$ cat src/rtl/homing_pkg.sv
// Constants shared by the homing sequencer: register map, status bits,
// segment encoding and method codes.
// Assumes a plain single-word register port with 8-bit byte addresses.
package homing_pkg;

   // ----------------------------------------------------------------
   // Register map, byte addresses of aligned 32-bit words
   // ----------------------------------------------------------------
   localparam logic [7:0] ADDR_CTRL   = 8'h00;
   localparam logic [7:0] ADDR_STAT   = 8'h04;
   localparam logic [7:0] ADDR_METHOD = 8'h08;
   localparam logic [7:0] ADDR_VHIGH  = 8'h0c;
   localparam logic [7:0] ADDR_VLOW   = 8'h10;
   localparam logic [7:0] ADDR_ACCEL  = 8'h14;

   // ----------------------------------------------------------------
   // Control and status word bit positions
   // ----------------------------------------------------------------
   localparam int CW_START   = 4;
   localparam int SW_ABN     = 8;
   localparam int SW_REACHED = 10;
   localparam int SW_DONE    = 12;
   localparam int SW_ERR     = 13;
   localparam int SW_PZERO   = 14;
   localparam int SW_TRIG    = 15;
   localparam int CW_W       = 16;
   localparam int METH_W     = 8;

   // ----------------------------------------------------------------
   // Segment word: {dir, fast, sig[1:0], level, final}
   // ----------------------------------------------------------------
   localparam int SEG_W   = 6;
   localparam int SEG_DIR = 5;
   localparam int SEG_FST = 4;
   localparam int SEG_SHI = 3;
   localparam int SEG_SLO = 2;
   localparam int SEG_LVL = 1;
   localparam int SEG_FIN = 0;

   localparam logic       POS  = 1'b1;
   localparam logic       NEG  = 1'b0;
   localparam logic       FAST = 1'b1;
   localparam logic       SLOW = 1'b0;
   localparam logic [1:0] HOME = 2'h0;
   localparam logic [1:0] PLIM = 2'h1;
   localparam logic [1:0] NLIM = 2'h2;

   // Branch of a method's sequence
   localparam logic [1:0] BR_A = 2'h0;
   localparam logic [1:0] BR_B = 2'h1;
   localparam logic [1:0] BR_C = 2'h2;
   localparam logic [2:0] STEP_FIRST  = 3'h0;
   localparam logic [2:0] STEP_C_BACK = 3'h1;

   // Supported method codes
   localparam logic [7:0] METH_NLIM    = 8'h01;
   localparam logic [7:0] METH_PLIM    = 8'h02;
   localparam logic [7:0] METH_SW_LO   = 8'h03;
   localparam logic [7:0] METH_SW_HI   = 8'h06;
   localparam logic [7:0] METH_COMB_LO = 8'h07;
   localparam logic [7:0] METH_COMB_HI = 8'h0a;

   typedef enum logic [1:0] {ST_IDLE, ST_MOVE, ST_REACHED} hm_state_t;

endpackage

$ cat src/rtl/homing_sequencer.sv
// Homing sequencer for one servo axis: switch and index based methods.
// Assumes switch and index pins are asynchronous, active high, and that
// the motion stage follows mot_run, mot_dir and mot_vel every cycle.
//
// The address map and the strobed register port are this design's own decisions.
`timescale 1ns/1ps

// Function
// - Method 1 clear: negative fast, positive slow
// - Method 1 on limit: leave, return, slow
// - Method 1 positive limit: error, halt
// - Method 2 clear: positive fast, negative slow
// - Method 2 on limit: leave, return, slow
// - Method 2 negative limit: error, halt
// - Method 3 sequences around homing switch
// - Method 4 sequences around homing switch
// - Method 5 sequences around homing switch
// - Method 6 sequences around homing switch
// - Methods 3 to 6: any limit errors
// - Method 7 with limit reversal branch
// - Method 8 with limit reversal branch
// - Method 9 with limit reversal branch
// - Method 10 clear start sequence
// - Methods 7 to 10: negative limit errors
// - Start bit rise starts, fall halts
// - Done flag only after target reached
// - Zero parameter raises status bit 14
module homing_sequencer (
   input  wire logic        sys_clk,
   input  wire logic        rst_n,
   input  wire logic [7:0]  reg_addr,
   input  wire logic [31:0] reg_wdata,
   input  wire logic        reg_wr,
   input  wire logic        reg_rd,
   output logic      [31:0] reg_rdata,
   input  wire logic        lim_pos,
   input  wire logic        lim_neg,
   input  wire logic        home_sw,
   input  wire logic        enc_idx,
   output logic             mot_run,
   output logic             mot_dir,
   output logic      [31:0] mot_vel,
   output logic             hm_done,
   output logic             hm_err
);

   // Short local names for the segment table fields
   localparam logic       POS_C  = homing_pkg::POS;
   localparam logic       NEG_C  = homing_pkg::NEG;
   localparam logic       FAST_C = homing_pkg::FAST;
   localparam logic       SLOW_C = homing_pkg::SLOW;
   localparam logic [1:0] HOME_C = homing_pkg::HOME;
   localparam logic [1:0] PLIM_C = homing_pkg::PLIM;
   localparam logic [1:0] NLIM_C = homing_pkg::NLIM;

   // ----------------------------------------------------------------
   // Segment table
   // ----------------------------------------------------------------
   function automatic logic [5:0] mk(input logic d, input logic f,
                                     input logic [1:0] sg, input logic l,
                                     input logic fn);
      mk = {d, f, sg, l, fn};
   endfunction

   // Index is {branch, step}; the final entry of each path is slow
   function automatic logic [5:0] seg_of(input logic [7:0] m,
                                         input logic [1:0] br,
                                         input logic [2:0] st);
      logic [5:0] s;
      s = mk(NEG_C, SLOW_C, HOME_C, 1'b0, 1'b1);
      case (m)
         8'h01: case ({br, st})
            5'h00: s = mk(NEG_C, FAST_C, NLIM_C, 1'b1, 1'b0);
            5'h08: s = mk(POS_C, FAST_C, NLIM_C, 1'b0, 1'b0);
            5'h09: s = mk(NEG_C, FAST_C, NLIM_C, 1'b1, 1'b0);
            default: s = mk(POS_C, SLOW_C, NLIM_C, 1'b0, 1'b1);
         endcase
         8'h02: case ({br, st})
            5'h00: s = mk(POS_C, FAST_C, PLIM_C, 1'b1, 1'b0);
            5'h08: s = mk(NEG_C, FAST_C, PLIM_C, 1'b0, 1'b0);
            5'h09: s = mk(POS_C, FAST_C, PLIM_C, 1'b1, 1'b0);
            default: s = mk(NEG_C, SLOW_C, PLIM_C, 1'b0, 1'b1);
         endcase
         8'h03, 8'h07: case ({br, st})
            5'h00: s = mk(POS_C, FAST_C, HOME_C, 1'b1, 1'b0);
            5'h08: s = mk(NEG_C, FAST_C, HOME_C, 1'b0, 1'b0);
            5'h09: s = mk(POS_C, FAST_C, HOME_C, 1'b1, 1'b0);
            5'h11: s = mk(NEG_C, FAST_C, HOME_C, 1'b1, 1'b0);
            5'h12: s = mk(NEG_C, FAST_C, HOME_C, 1'b0, 1'b0);
            5'h13: s = mk(POS_C, FAST_C, HOME_C, 1'b1, 1'b0);
            default: s = mk(NEG_C, SLOW_C, HOME_C, 1'b0, 1'b1);
         endcase
         8'h04, 8'h08: case ({br, st})
            5'h00: s = mk(POS_C, FAST_C, HOME_C, 1'b1, 1'b0);
            5'h01: s = mk(NEG_C, FAST_C, HOME_C, 1'b0, 1'b0);
            5'h08: s = mk(NEG_C, FAST_C, HOME_C, 1'b0, 1'b0);
            5'h11: s = mk(NEG_C, FAST_C, HOME_C, 1'b1, 1'b0);
            5'h12: s = mk(NEG_C, FAST_C, HOME_C, 1'b0, 1'b0);
            default: s = mk(POS_C, SLOW_C, HOME_C, 1'b1, 1'b1);
         endcase
         8'h05: case ({br, st})
            5'h00: s = mk(NEG_C, FAST_C, HOME_C, 1'b1, 1'b0);
            5'h08: s = mk(POS_C, FAST_C, HOME_C, 1'b0, 1'b0);
            5'h09: s = mk(NEG_C, FAST_C, HOME_C, 1'b1, 1'b0);
            default: s = mk(POS_C, SLOW_C, HOME_C, 1'b0, 1'b1);
         endcase
         8'h06: case ({br, st})
            5'h00: s = mk(NEG_C, FAST_C, HOME_C, 1'b1, 1'b0);
            5'h01: s = mk(POS_C, FAST_C, HOME_C, 1'b0, 1'b0);
            5'h08: s = mk(POS_C, FAST_C, HOME_C, 1'b0, 1'b0);
            default: s = mk(NEG_C, SLOW_C, HOME_C, 1'b1, 1'b1);
         endcase
         8'h09: case ({br, st})
            5'h00: s = mk(POS_C, FAST_C, HOME_C, 1'b1, 1'b0);
            5'h01: s = mk(POS_C, FAST_C, HOME_C, 1'b0, 1'b0);
            5'h08: s = mk(POS_C, FAST_C, HOME_C, 1'b0, 1'b0);
            5'h11: s = mk(NEG_C, FAST_C, HOME_C, 1'b1, 1'b0);
            5'h12: s = mk(POS_C, FAST_C, HOME_C, 1'b0, 1'b0);
            default: s = mk(NEG_C, SLOW_C, HOME_C, 1'b1, 1'b1);
         endcase
         8'h0a: case ({br, st})
            5'h00: s = mk(POS_C, FAST_C, HOME_C, 1'b1, 1'b0);
            5'h01: s = mk(POS_C, FAST_C, HOME_C, 1'b0, 1'b0);
            5'h02: s = mk(NEG_C, FAST_C, HOME_C, 1'b1, 1'b0);
            5'h08: s = mk(POS_C, FAST_C, HOME_C, 1'b0, 1'b0);
            5'h09: s = mk(NEG_C, FAST_C, HOME_C, 1'b1, 1'b0);
            5'h11: s = mk(NEG_C, FAST_C, HOME_C, 1'b1, 1'b0);
            default: s = mk(POS_C, SLOW_C, HOME_C, 1'b0, 1'b1);
         endcase
         default: s = mk(NEG_C, SLOW_C, HOME_C, 1'b0, 1'b1);
      endcase
      seg_of = s;
   endfunction

   // ----------------------------------------------------------------
   // Pin synchronisers: a change counts once stages two and three agree
   // ----------------------------------------------------------------
   logic [3:0] sync1_q, sync2_q, sync3_q, filt_q, filt_prev_q;
   wire  [3:0] pins   = {enc_idx, home_sw, lim_neg, lim_pos};
   wire  [3:0] filt_d = (sync2_q & sync3_q) | (filt_q & (sync2_q ^ sync3_q));

   always_ff @(posedge sys_clk) begin
      sync1_q     <= pins;
      sync2_q     <= sync1_q;
      sync3_q     <= sync2_q;
      filt_q      <= rst_n ? filt_d : 4'h0;
      filt_prev_q <= rst_n ? filt_q : 4'h0;
   end

   wire plim_s  = filt_q[0];
   wire nlim_s  = filt_q[1];
   wire home_s  = filt_q[2];
   wire idx_rise = filt_q[3] & ~filt_prev_q[3];

   // ----------------------------------------------------------------
   // Software registers
   // ----------------------------------------------------------------
   logic [15:0] ctrl_q;
   logic [7:0]  method_q;
   logic [31:0] vhigh_q, vlow_q, accel_q;
   logic        start_prev_q;

   wire wr_ctrl   = reg_wr && reg_addr == homing_pkg::ADDR_CTRL;
   wire wr_method = reg_wr && reg_addr == homing_pkg::ADDR_METHOD;
   wire wr_vhigh  = reg_wr && reg_addr == homing_pkg::ADDR_VHIGH;
   wire wr_vlow   = reg_wr && reg_addr == homing_pkg::ADDR_VLOW;
   wire wr_accel  = reg_wr && reg_addr == homing_pkg::ADDR_ACCEL;

   // Config registers; a change mid-run takes effect from the next cycle, within the current segment
   always_ff @(posedge sys_clk) begin
      if (!rst_n) begin
         ctrl_q       <= 16'h0000;
         method_q     <= 8'h00;
         vhigh_q      <= 32'h0000_0000;
         vlow_q       <= 32'h0000_0000;
         accel_q      <= 32'h0000_0000;
         start_prev_q <= 1'b0;
      end else begin
         if (wr_ctrl)   ctrl_q   <= reg_wdata[homing_pkg::CW_W-1:0];
         if (wr_method) method_q <= reg_wdata[homing_pkg::METH_W-1:0];
         if (wr_vhigh)  vhigh_q  <= reg_wdata;
         if (wr_vlow)   vlow_q   <= reg_wdata;
         if (wr_accel)  accel_q  <= reg_wdata;
         start_prev_q <= ctrl_q[homing_pkg::CW_START];
      end
   end

   wire start_rise = ctrl_q[homing_pkg::CW_START] & ~start_prev_q;
   wire start_fall = ~ctrl_q[homing_pkg::CW_START] & start_prev_q;
   wire pzero      = method_q == 8'h00 || vhigh_q == 32'h0000_0000 ||
                     vlow_q == 32'h0000_0000 || accel_q == 32'h0000_0000;

   // ----------------------------------------------------------------
   // Method decode
   // ----------------------------------------------------------------
   wire m_nlim  = method_q == homing_pkg::METH_NLIM;
   wire m_plim  = method_q == homing_pkg::METH_PLIM;
   wire m_sw    = method_q >= homing_pkg::METH_SW_LO && method_q <= homing_pkg::METH_SW_HI;
   wire m_comb  = method_q >= homing_pkg::METH_COMB_LO && method_q <= homing_pkg::METH_COMB_HI;
   wire m_valid = m_nlim | m_plim | m_sw | m_comb;

   // Unexpected limit per method family
   wire lim_err = (m_nlim & plim_s)
                | (m_plim & nlim_s)
                | (m_sw & (plim_s | nlim_s))
                | (m_comb & nlim_s);

   // Start branch from one sample of the switches
   wire [1:0] start_br = (m_nlim & nlim_s) | (m_plim & plim_s) | ((m_sw | m_comb) & home_s)
                         ? homing_pkg::BR_B
                         : (m_comb & plim_s) ? homing_pkg::BR_C : homing_pkg::BR_A;
   wire [2:0] start_st = (start_br == homing_pkg::BR_C) ? homing_pkg::STEP_C_BACK
                                                        : homing_pkg::STEP_FIRST;

   // ----------------------------------------------------------------
   // Sequencer next state
   // ----------------------------------------------------------------
   homing_pkg::hm_state_t state_q, state_d;
   logic [1:0] br_q, br_d;
   logic [2:0] step_q, step_d;
   logic       armed_q, armed_d;
   logic       reached_q, reached_d, done_q, done_d, err_q, err_d, abn_q, abn_d;

   wire [5:0] seg     = seg_of(method_q, br_q, step_q);
   wire [1:0] seg_sig = seg[homing_pkg::SEG_SHI:homing_pkg::SEG_SLO];
   wire       seg_lvl = seg[homing_pkg::SEG_LVL];
   wire       seg_fin = seg[homing_pkg::SEG_FIN];
   wire       sig_now = seg_sig == HOME_C ? home_s : seg_sig == PLIM_C ? plim_s : nlim_s;
   wire       sig_was = seg_sig == HOME_C ? filt_prev_q[2]
                      : seg_sig == PLIM_C ? filt_prev_q[0] : filt_prev_q[1];
   wire       sig_edge = sig_now == seg_lvl && sig_was != seg_lvl;
   // Positive limit in combined methods reverses before the final segment and outside branch C, instead of faulting
   wire       rev_hit  = m_comb & plim_s & ~seg_fin & br_q != homing_pkg::BR_C;

   always_comb begin
      state_d   = state_q;
      br_d      = br_q;
      step_d    = step_q;
      armed_d   = armed_q;
      reached_d = reached_q;
      done_d    = done_q;
      err_d     = err_q;
      abn_d     = abn_q;
      unique case (state_q)
         homing_pkg::ST_IDLE: begin
            if (start_rise && !pzero) begin
               err_d     = ~m_valid;
               abn_d     = 1'b0;
               reached_d = 1'b0;
               done_d    = 1'b0;
               armed_d   = 1'b0;
               br_d      = start_br;
               step_d    = start_st;
               if (m_valid) state_d = homing_pkg::ST_MOVE;
            end
         end
         homing_pkg::ST_MOVE: begin
            if (start_fall) begin
               state_d = homing_pkg::ST_IDLE;
            end else if (lim_err) begin
               err_d   = 1'b1;
               abn_d   = 1'b1;
               state_d = homing_pkg::ST_IDLE;
            end else if (rev_hit) begin
               br_d    = homing_pkg::BR_C;
               step_d  = homing_pkg::STEP_C_BACK;
            end else if (!seg_fin) begin
               if (sig_now == seg_lvl) step_d = step_q + 3'h1;
            end else if (armed_q && idx_rise) begin
               reached_d = 1'b1;
               state_d   = homing_pkg::ST_REACHED;
            end else if (sig_edge) begin
               armed_d = 1'b1;
            end
         end
         homing_pkg::ST_REACHED: begin
            done_d  = reached_q;
            state_d = homing_pkg::ST_IDLE;
         end
         default: state_d = homing_pkg::ST_IDLE;
      endcase
   end

   // Sequencer and status flops
   always_ff @(posedge sys_clk) begin
      if (!rst_n) begin
         state_q   <= homing_pkg::ST_IDLE;
         br_q      <= homing_pkg::BR_A;
         step_q    <= homing_pkg::STEP_FIRST;
         armed_q   <= 1'b0;
         reached_q <= 1'b0;
         done_q    <= 1'b0;
         err_q     <= 1'b0;
         abn_q     <= 1'b0;
      end else begin
         state_q   <= state_d;
         br_q      <= br_d;
         step_q    <= step_d;
         armed_q   <= armed_d;
         reached_q <= reached_d;
         done_q    <= done_d;
         err_q     <= err_d;
         abn_q     <= abn_d;
      end
   end

   // ----------------------------------------------------------------
   // Motion command outputs, registered from the next segment
   // ----------------------------------------------------------------
   wire [5:0] seg_nx = seg_of(method_q, br_d, step_d);
   wire       run_nx = state_d == homing_pkg::ST_MOVE;

   always_ff @(posedge sys_clk) begin
      if (!rst_n) begin
         mot_run <= 1'b0;
         mot_dir <= 1'b0;
         mot_vel <= 32'h0000_0000;
         hm_done <= 1'b0;
         hm_err  <= 1'b0;
      end else begin
         mot_run <= run_nx;
         mot_dir <= seg_nx[homing_pkg::SEG_DIR];
         mot_vel <= !run_nx ? 32'h0000_0000 : seg_nx[homing_pkg::SEG_FST] ? vhigh_q : vlow_q;
         hm_done <= done_d;
         hm_err  <= err_d;
      end
   end

   // ----------------------------------------------------------------
   // Read port, data one cycle after the strobe, unmapped reads zero
   // ----------------------------------------------------------------
   logic [15:0] stat;
   always_comb begin
      stat                        = 16'h0000;
      stat[homing_pkg::SW_ABN]     = abn_q;
      stat[homing_pkg::SW_REACHED] = reached_q;
      stat[homing_pkg::SW_DONE]    = done_q;
      stat[homing_pkg::SW_ERR]     = err_q;
      stat[homing_pkg::SW_PZERO]   = pzero;
      stat[homing_pkg::SW_TRIG]    = state_q == homing_pkg::ST_MOVE;
   end

   wire [31:0] rd_mux = reg_addr == homing_pkg::ADDR_CTRL   ? {16'h0000, ctrl_q}
                      : reg_addr == homing_pkg::ADDR_STAT   ? {16'h0000, stat}
                      : reg_addr == homing_pkg::ADDR_METHOD ? {24'h000000, method_q}
                      : reg_addr == homing_pkg::ADDR_VHIGH  ? vhigh_q
                      : reg_addr == homing_pkg::ADDR_VLOW   ? vlow_q
                      : reg_addr == homing_pkg::ADDR_ACCEL  ? accel_q : 32'h0000_0000;

   always_ff @(posedge sys_clk) begin
      if (!rst_n) reg_rdata <= 32'h0000_0000;
      else        reg_rdata <= reg_rd ? rd_mux : 32'h0000_0000;
   end

endmodule

$ cat config.mk
export PLATFORM = sky130hd
export DESIGN_NAME = homing_sequencer
export DESIGN_NICKNAME = d
export VERILOG_FILES = /design/src/rtl/homing_pkg.sv /design/src/rtl/homing_sequencer.sv
export SDC_FILE = /design/constraint.sdc
export NUM_CORES = 1
export LEC_CHECK = 0
export BUFFER_PORTS_ARGS = -buffer_cell sky130_fd_sc_hd__buf_4
export CAP_MARGIN = 20
export CELL_PAD_IN_SITES_DETAIL_PLACEMENT = 2
export CELL_PAD_IN_SITES_GLOBAL_PLACEMENT = 2
export CORE_MARGIN = 2
export CORE_UTILIZATION = 25
export DETAILED_ROUTE_END_ITERATION = 10
export PLACE_DENSITY = 0.59
export SLEW_MARGIN = 10
export SYNTH_ARGS = -nofsm -noshare
export SYNTH_HDL_FRONTEND = slang
export SYNTH_SLANG_ARGS = --single-unit
export TNS_END_PERCENT = 10
$ cat constraint.sdc
create_clock -name sys_clk -period 9.2 [get_ports sys_clk]
set_input_delay 0.92 -clock sys_clk [delete_from_list [all_inputs] [get_ports sys_clk]]
set_output_delay 0.92 -clock sys_clk [all_outputs]
set_load 0.02 [all_outputs]
==> results.toml, run 1 <==
[grt]
grt_usage = 0.192
grt_pass1_wl_mm = 62.0
antenna_found_initial = 0
grt_max_degree = 74
overflow = 0
grt_pass1_vias = 9865

[die]
dieArea_mm2 = 0.0422
die_h_um = 206
fp.coreArea_mm2 = 0.0399
pin_count = 116
die_w_um = 206
start_util = 0.254
rows = 73

[yosys]
synth.top_cell.area_share = 0.432
yosysWarnings = 0
synthFlopType = "dfxtp_1"
synth_edf_count = 0
syn-cell-area_mm2 = 0.0102
syn_area_per_cell_um2 = 8.33
netlist_instances = 1219
synth_cell_types = 78
async_flop_share = 0
synth.most_common_cell = "nand2_1"
ys_seq_elements = 219
synth_seq_area_share = 0.432
synth_nets = 1275
synth_area_leaders = "dfxtp_1, nand2_1, a21boi_0, mux2i_1, nor2_1"
yosysTopAreaCell = "dfxtp_1"
synthTopCellsByCount = "nand2_1, dfxtp_1, a21boi_0"

[worst_hold_path]
hp-class = "flop to flop"

[critical_path]
critPathArrivalTime_ns = 5.22
path_max_fanout = 32
cp-start-kind = "flop"
worstSetupEndpointType = "flop"
crit_required_ns = 9.67
worst-setup-path-type = "flop to flop"

[final_layout]
antenna_cells = 0
multiInputGateArea_mm2 = 0.00537
syn_to_final_growth_pct = 21.4
final_layout_size_suffix_gt1_frac = 0.155
fin_util = 0.309
nets = 1340
register_area_mm2 = 0.00438
fill_cells = 4517
fin_cells = 1831
fin_area_mm2 = 0.0123

[sta]
setup_viol_count_final = 0
hold_viol = 0
fin_crit_ns = 4.76
fin_skew_ns = 0.0177
holdWs_ns = 0.327
slew_violations = 0
fmax_mhz = 210
rsz0062_at_grt = "false"
setup_tns_ns = 0
timing.final.crit_share = 0.517
worstMarginPinSlew_ns = 1.05
slew_headroom = 0.298

[clock_tree]
cts_tree = "built"
clk_pin_slew_ns = 0.06
ctsHoldBuffers = 0
clk_path_buf_depth = 3
cts_buffers = 28
cts_resized = 0
cts_root_buffer = "clkbuf_16"
post_cts_buffers = 0
cts_sinks = 219
htree_num_levels = 1
clk_latency_ns = 0.56

[pwr]
vdd_ir_drop_max_mv = 0.130
p_comb_frac = 0.034
seq_power_share = 0.447
p_leak_nw = 4.32
p_per_area_mw_per_mm2 = 174
p_clk_frac = 0.519
p_switching_uw = 483
intPower_mw = 1.66
switching_share = 0.225

[placement]
place_hpwl_mm = 27.9
routabilityCongestion = 0.796
io_buffers = 115
place_area_mm2 = 0.0114
dp.cells = 1779

[detailed_routing]
drt_first_pass_iters = 4
vias = 9149
ant_nets = 0
drc = 0
drt_iter0_drc = 513
routed_wirelength_mm = 40.1
route.detailed.wl_per_inst_um = 21.9
vias_per_cell = 5.00

[run_status]
outcome = "complete, no violations"

[run]
max_cap_violations = 0
flip-flops by register name, summed over array words and instances (netlist names), 2 cells and up:
signal	count
method_q	8
br_q	2
filt_q	4
mot_vel	32
vhigh_q	32
ctrl_q	16
state_q	2
step_q	3
sync1_q	4
sync2_q	4
accel_q	32
filt_prev_q	4
sync3_q	4
vlow_q	32
reg_rdata	32
cell families (layout without fill, tap and decap cells):
| group | count (synthesis) | after routing | synth area share |
|---|---|---|---|
| multiplexers | 48 | 48 | 0.0478 |
| adder cells (fa/ha/maj) | 8 | 8 | 0.00986 |
| AND/OR/NAND/NOR | 511 | 511 | 0.236 |
| XOR/XNOR | 2 | 2 | 0.00247 |
| flip-flops | 219 | 219 | 0.432 |
| AO/OA/AOI/OAI | 333 | 333 | 0.229 |
| buffers and inverters | 98 | 185 | 0.0424 |
cell usage in the layout, fill, tap and decap left out, types with 4 or more instances in the layout:
| master | n |
|---|---|
| and2_1 | 16 |
| nor3_1 | 7 |
| nand2b_1 | 10 |
| a21boi_0 | 115 |
| nor3b_1 | 4 |
| clkbuf_8 | 9 |
| a21oi_1 | 48 |
| nand2_1 | 264 |
| clkbuf_1 | 7 |
| o21bai_1 | 5 |
| inv_1 | 9 |
| buf_4 | 124 |
| a222oi_1 | 6 |
| nand4_1 | 9 |
| nor4_1 | 27 |
| o21ai_1 | 15 |
| and3_1 | 6 |
| a211oi_1 | 5 |
| nor2_1 | 69 |
| clkbuf_16 | 29 |
| nand3_1 | 36 |
| ha_1 | 8 |
| nand3b_1 | 6 |
| mux2i_1 | 44 |
| o21ai_0 | 51 |
| mux2_2 | 4 |
| o211a_1 | 6 |
| a21boi_1 | 30 |
| nor2b_1 | 22 |
| o31a_1 | 5 |
| dfxtp_1 | 219 |
| o22ai_1 | 5 |
stage by stage:
step	power [mW]	worst slack, ns
floorplan	1.01	5.78
global placement	1.05	4.70
detailed placement	1.05	4.51
CTS	2.18	4.49
global route	2.23	3.94
finish	2.14	4.44
layout make-up:
| class | instances | area share |
|---|---|---|
| Clock buffer | 45 | 0.0711 |
| Clock inverter | 7 | 0.00569 |
| Inverter | 9 | 0.00274 |
| Multi-Input combinational cell | 902 | 0.436 |
| Sequential cell | 219 | 0.356 |
| Tap cell | 525 | 0.0533 |
| Timing Repair Buffer | 124 | 0.0755 |
critical path, stage by stage (launching register included):
cell and delay, ns:
dfxtp_1 0.77, nor3b_1 0.13, o211ai_1 0.56, a211oi_1 0.16, nor3_1 0.41, nand4_1 0.26, o311a_2 0.49, nor2_2 0.32
nand2_1 0.23, o2111ai_4 0.87, o21ai_0 0.20, a21boi_1 0.24
power groups by stage:
stage | registers [mW] | logic (mW) | clock network (mW)
final | 0.958 | 0.0731 | 1.11
after global routing | 0.958 | 0.0796 | 1.19
after CTS | 0.958 | 0.0753 | 1.15
after detailed placement | 0.979 | 0.0750 | 0
after global placement | 0.978 | 0.0746 | 0
after floorplan | 0.977 | 0.0347 | 0
layer usage:
metal  vias to the layer above  global-route usage  routed length [µm]
li1                       4406                   -                   -
met1                      4547               0.255               18400
met2                       145               0.327               19200
met3                        51              0.0249                1580
met4                         0              0.0527                 896
met5                         -                   0                   0
path summary, 6_finish.rpt:
| kind | from | endpoint | slack, ns | depth (start not counted) |
|---|---|---|---|---|
| max | method_q[0] | mot_vel[10] | 4.44 | 11 |
| max reg2reg | method_q[0] | mot_vel[10] | 4.44 | 11 |
| min reg2reg | sync1_q[0] | sync2_q[0] | 0.33 | 0 |
| min | sync1_q[0] | sync2_q[0] | 0.33 | 0 |
(Power assumes the default switching activity.)
==> run 2: changes to the inputs <==
--- a/config.mk
+++ b/config.mk
@@ -12,7 +12,7 @@
 export CORE_MARGIN = 2
 export CORE_UTILIZATION = 25
 export DETAILED_ROUTE_END_ITERATION = 10
-export PLACE_DENSITY = 0.59
+export PLACE_DENSITY = 0.61
 export SLEW_MARGIN = 10
 export SYNTH_ARGS = -nofsm -noshare
 export SYNTH_HDL_FRONTEND = slang
==> constraint.sdc (replaced) <==
create_clock -name sys_clk -period 4 [get_ports sys_clk]
set_input_delay 0.4 -clock sys_clk [delete_from_list [all_inputs] [get_ports sys_clk]]
set_output_delay 0.4 -clock sys_clk [all_outputs]
set_load 0.02 [all_outputs]
==> run 2 against run 1 <==
Final area is 5.9% higher. Largest power group unchanged. Final cell count is 3.8% higher. Routed wire length is 6.6% higher. Sequential power is 130% higher.
==> results.toml, run 2 (synthesis results as in run 1) <==
[run_status]
outcome = "complete, no violations"

[critical_path]
cp_num_cells = 15
worstSetupEndpointType = "flop"
rr_endpoint = "mot_dir"
reg2reg_slack_ns = 0.19
path_max_fanout = 10
cpLargestDelayFamily = "simple AND/OR/NAND/NOR gates"
cp-start-kind = "flop"
reg2reg_depth = 15
worst-setup-path-type = "flop to flop"
r2r_start = "step_q[0]"
cp-endpoint = "mot_dir"
cp_cell_sequence = "inv_1 -> ha_2 -> o21bai_1 -> a211oi_2 -> nor3_4 -> nor3_4 -> nand4_1 -> buf_4 -> a2111oi_4 -> buf_4 -> nor2_2 -> or4b_1 -> o311ai_1 -> nand3_1 -> o311a_1"
startpoint = "step_q[0]"
critPathSlowestCell = "or4b_1"
crit_buf_inv = 3
critPathArrivalTime_ns = 4.27
crit_required_ns = 4.47
crit_path_max_incr_delay_ns = 0.53

[die]
die_h_um = 206
die_w_um = 206
rows = 73
fp.coreArea_mm2 = 0.0399
pin_count = 116
start_util = 0.254
dieArea_mm2 = 0.0422

[final_layout]
fin_util = 0.327
fin_cells = 1901
nets = 1412
mostFrequentLayoutCell = "nand2_1"
final_layout_size_suffix_gt1_frac = 0.205
syn_to_final_growth_pct = 28.5
fin_area_mm2 = 0.0130
final_cell_mix = "nand2_1, dfxtp_1, buf_4"

[clock_tree]
cts_root_buffer = "clkbuf_16"
clk_path_buf_depth = 3
cts_tree = "built"
cts_sinks = 219
clk_latency_ns = 0.57
htree_num_levels = 1
clk_pin_slew_ns = 0.06
cts_buffers = 29

[detailed_routing]
drc = 0
ant_nets = 0
route.detailed.wl_per_inst_um = 22.5
routed_wirelength_mm = 42.7
drt_first_pass_iters = 5
vias = 9674
drt_iter0_drc = 450
vias_per_cell = 5.09

[sta]
timing.final.crit_share = 0.951
hold_viol = 0
slew_violations = 0
fin_skew_ns = 0.0212
setup_viol_count_final = 0
fmax_mhz = 263
worstMarginPinSlew_ns = 0.826
fin_crit_ns = 3.81
slew_headroom = 0.448
setup_tns_ns = 0

[grt]
grt_pass1_vias = 10500
grt_usage = 0.204
grt_max_degree = 67
grt_pass1_wl_mm = 65.4
antenna_found_initial = 0
met2_usage = 0.351
grt_util_met3 = 0.0250
gr-max-usage-layer = "met2"
grtUsageMet1 = 0.268
overflow = 0

[placement]
dp.cells = 1845
io_buffers = 115
place_hpwl_mm = 29.9
routabilityCongestion = 0.832
place_area_mm2 = 0.0119

[pwr]
p_comb_frac = 0.035
seq_power_share = 0.437
intPower_mw = 3.89
switching_share = 0.228
p_switching_mw = 1.15
p_per_area_mw_per_mm2 = 386
p_clk_frac = 0.528
p_leak_nw = 4.74
vdd_ir_drop_max_mv = 0.309

[worst_hold_path]
hp-class = "input port to flop"
hold_path_depth = 3

[run]
max_cap_violations = 0
-- run 2: cell count changes in the layout (fill, tap and decap cells not counted), sizes merged --
cell         delta
dlygate4sd3     +4
clkbuf          -7
buf            +67
bufinv          +2
clkinv          +2
clkinvlp        +1
diode           +1
-- run 2: per-layer routing --
metal	routed length, µm	vias to the layer above
met5	0	-
met4	923	0
met3	1570	56
met2	20700	166
met1	19500	4902
li1	-	4550
-- run 2: worst register-to-register path, stage by stage (launching register included) --
cell and delay (ns):
dfxtp_1 0.35, inv_1 0.12, ha_2 0.32, o21bai_1 0.16, a211oi_2 0.32, nor3_4 0.10
nor3_4 0.27, nand4_1 0.21, buf_4 0.20, a2111oi_4 0.31, buf_4 0.20, nor2_2 0.08
or4b_1 0.53, o311ai_1 0.12, nand3_1 0.11, o311a_1 0.30
-- run 2: what timing repair did --
| item | 4_1_cts | 5_1_grt |
|---|---|---|
| endpoints found under the hold margin | 4 | 0 |
| gates cloned | 0 | 0 |
| hold buffers | 4 | 0 |
| pin swaps | 0 | 2 |
| buffers inserted | 0 | 1 |
| resized for setup | 1 | 22 |
| endpoints found under the setup margin | 28 | 33 |
-- run 2: how the worst min path moves through the flow --
stage	startpoint	slack, ns	end
5_1_grt	reg_wdata[20]	0.1	vhigh_q[20]
6_report	reg_wdata[24]	0.11	vlow_q[24]
3_5_place_dp	sync1_q[0]	0.31	sync2_q[0]
2_1_floorplan	sync1_q[0]	0.31	sync2_q[0]
3_3_place_gp	sync1_q[2]	0.31	sync2_q[2]
4_1_cts	reg_wdata[24]	0.08	vlow_q[24]
-- run 2: per-stage QoR --
stage	power, mW	hold WS, ns	setup WS [ns]
after detailed placement	2.43	0.315	-0.119
after global placement	2.42	0.311	0.00886
after floorplan	2.33	0.310	0.584
after global routing	5.23	0.0992	-0.0731
final	5.04	0.106	0.194
after CTS	5.11	0.0842	0.0120
-- run 2: power groups by stage --
stage                     Combinational, mW  Sequential [mW]  Clock [mW]
after floorplan                      0.0799             2.25           0
after global placement                0.174             2.25           0
after detailed placement              0.175             2.25           0
after CTS                             0.179             2.20        2.73
after global routing                  0.190             2.20        2.84
final                                 0.175             2.20        2.66
-- run 2: final cells by class --
class | count | area, µm²
Clock buffer | 38 | 820
Timing Repair Buffer | 195 | 1550
Inverter | 9 | 33.8
Tap cell | 525 | 657
Antenna cell | 1 | 2.50
Multi-Input combinational cell | 902 | 5460
Fill cell | 4490 | 26900
Sequential cell | 219 | 4390
Clock inverter | 12 | 144
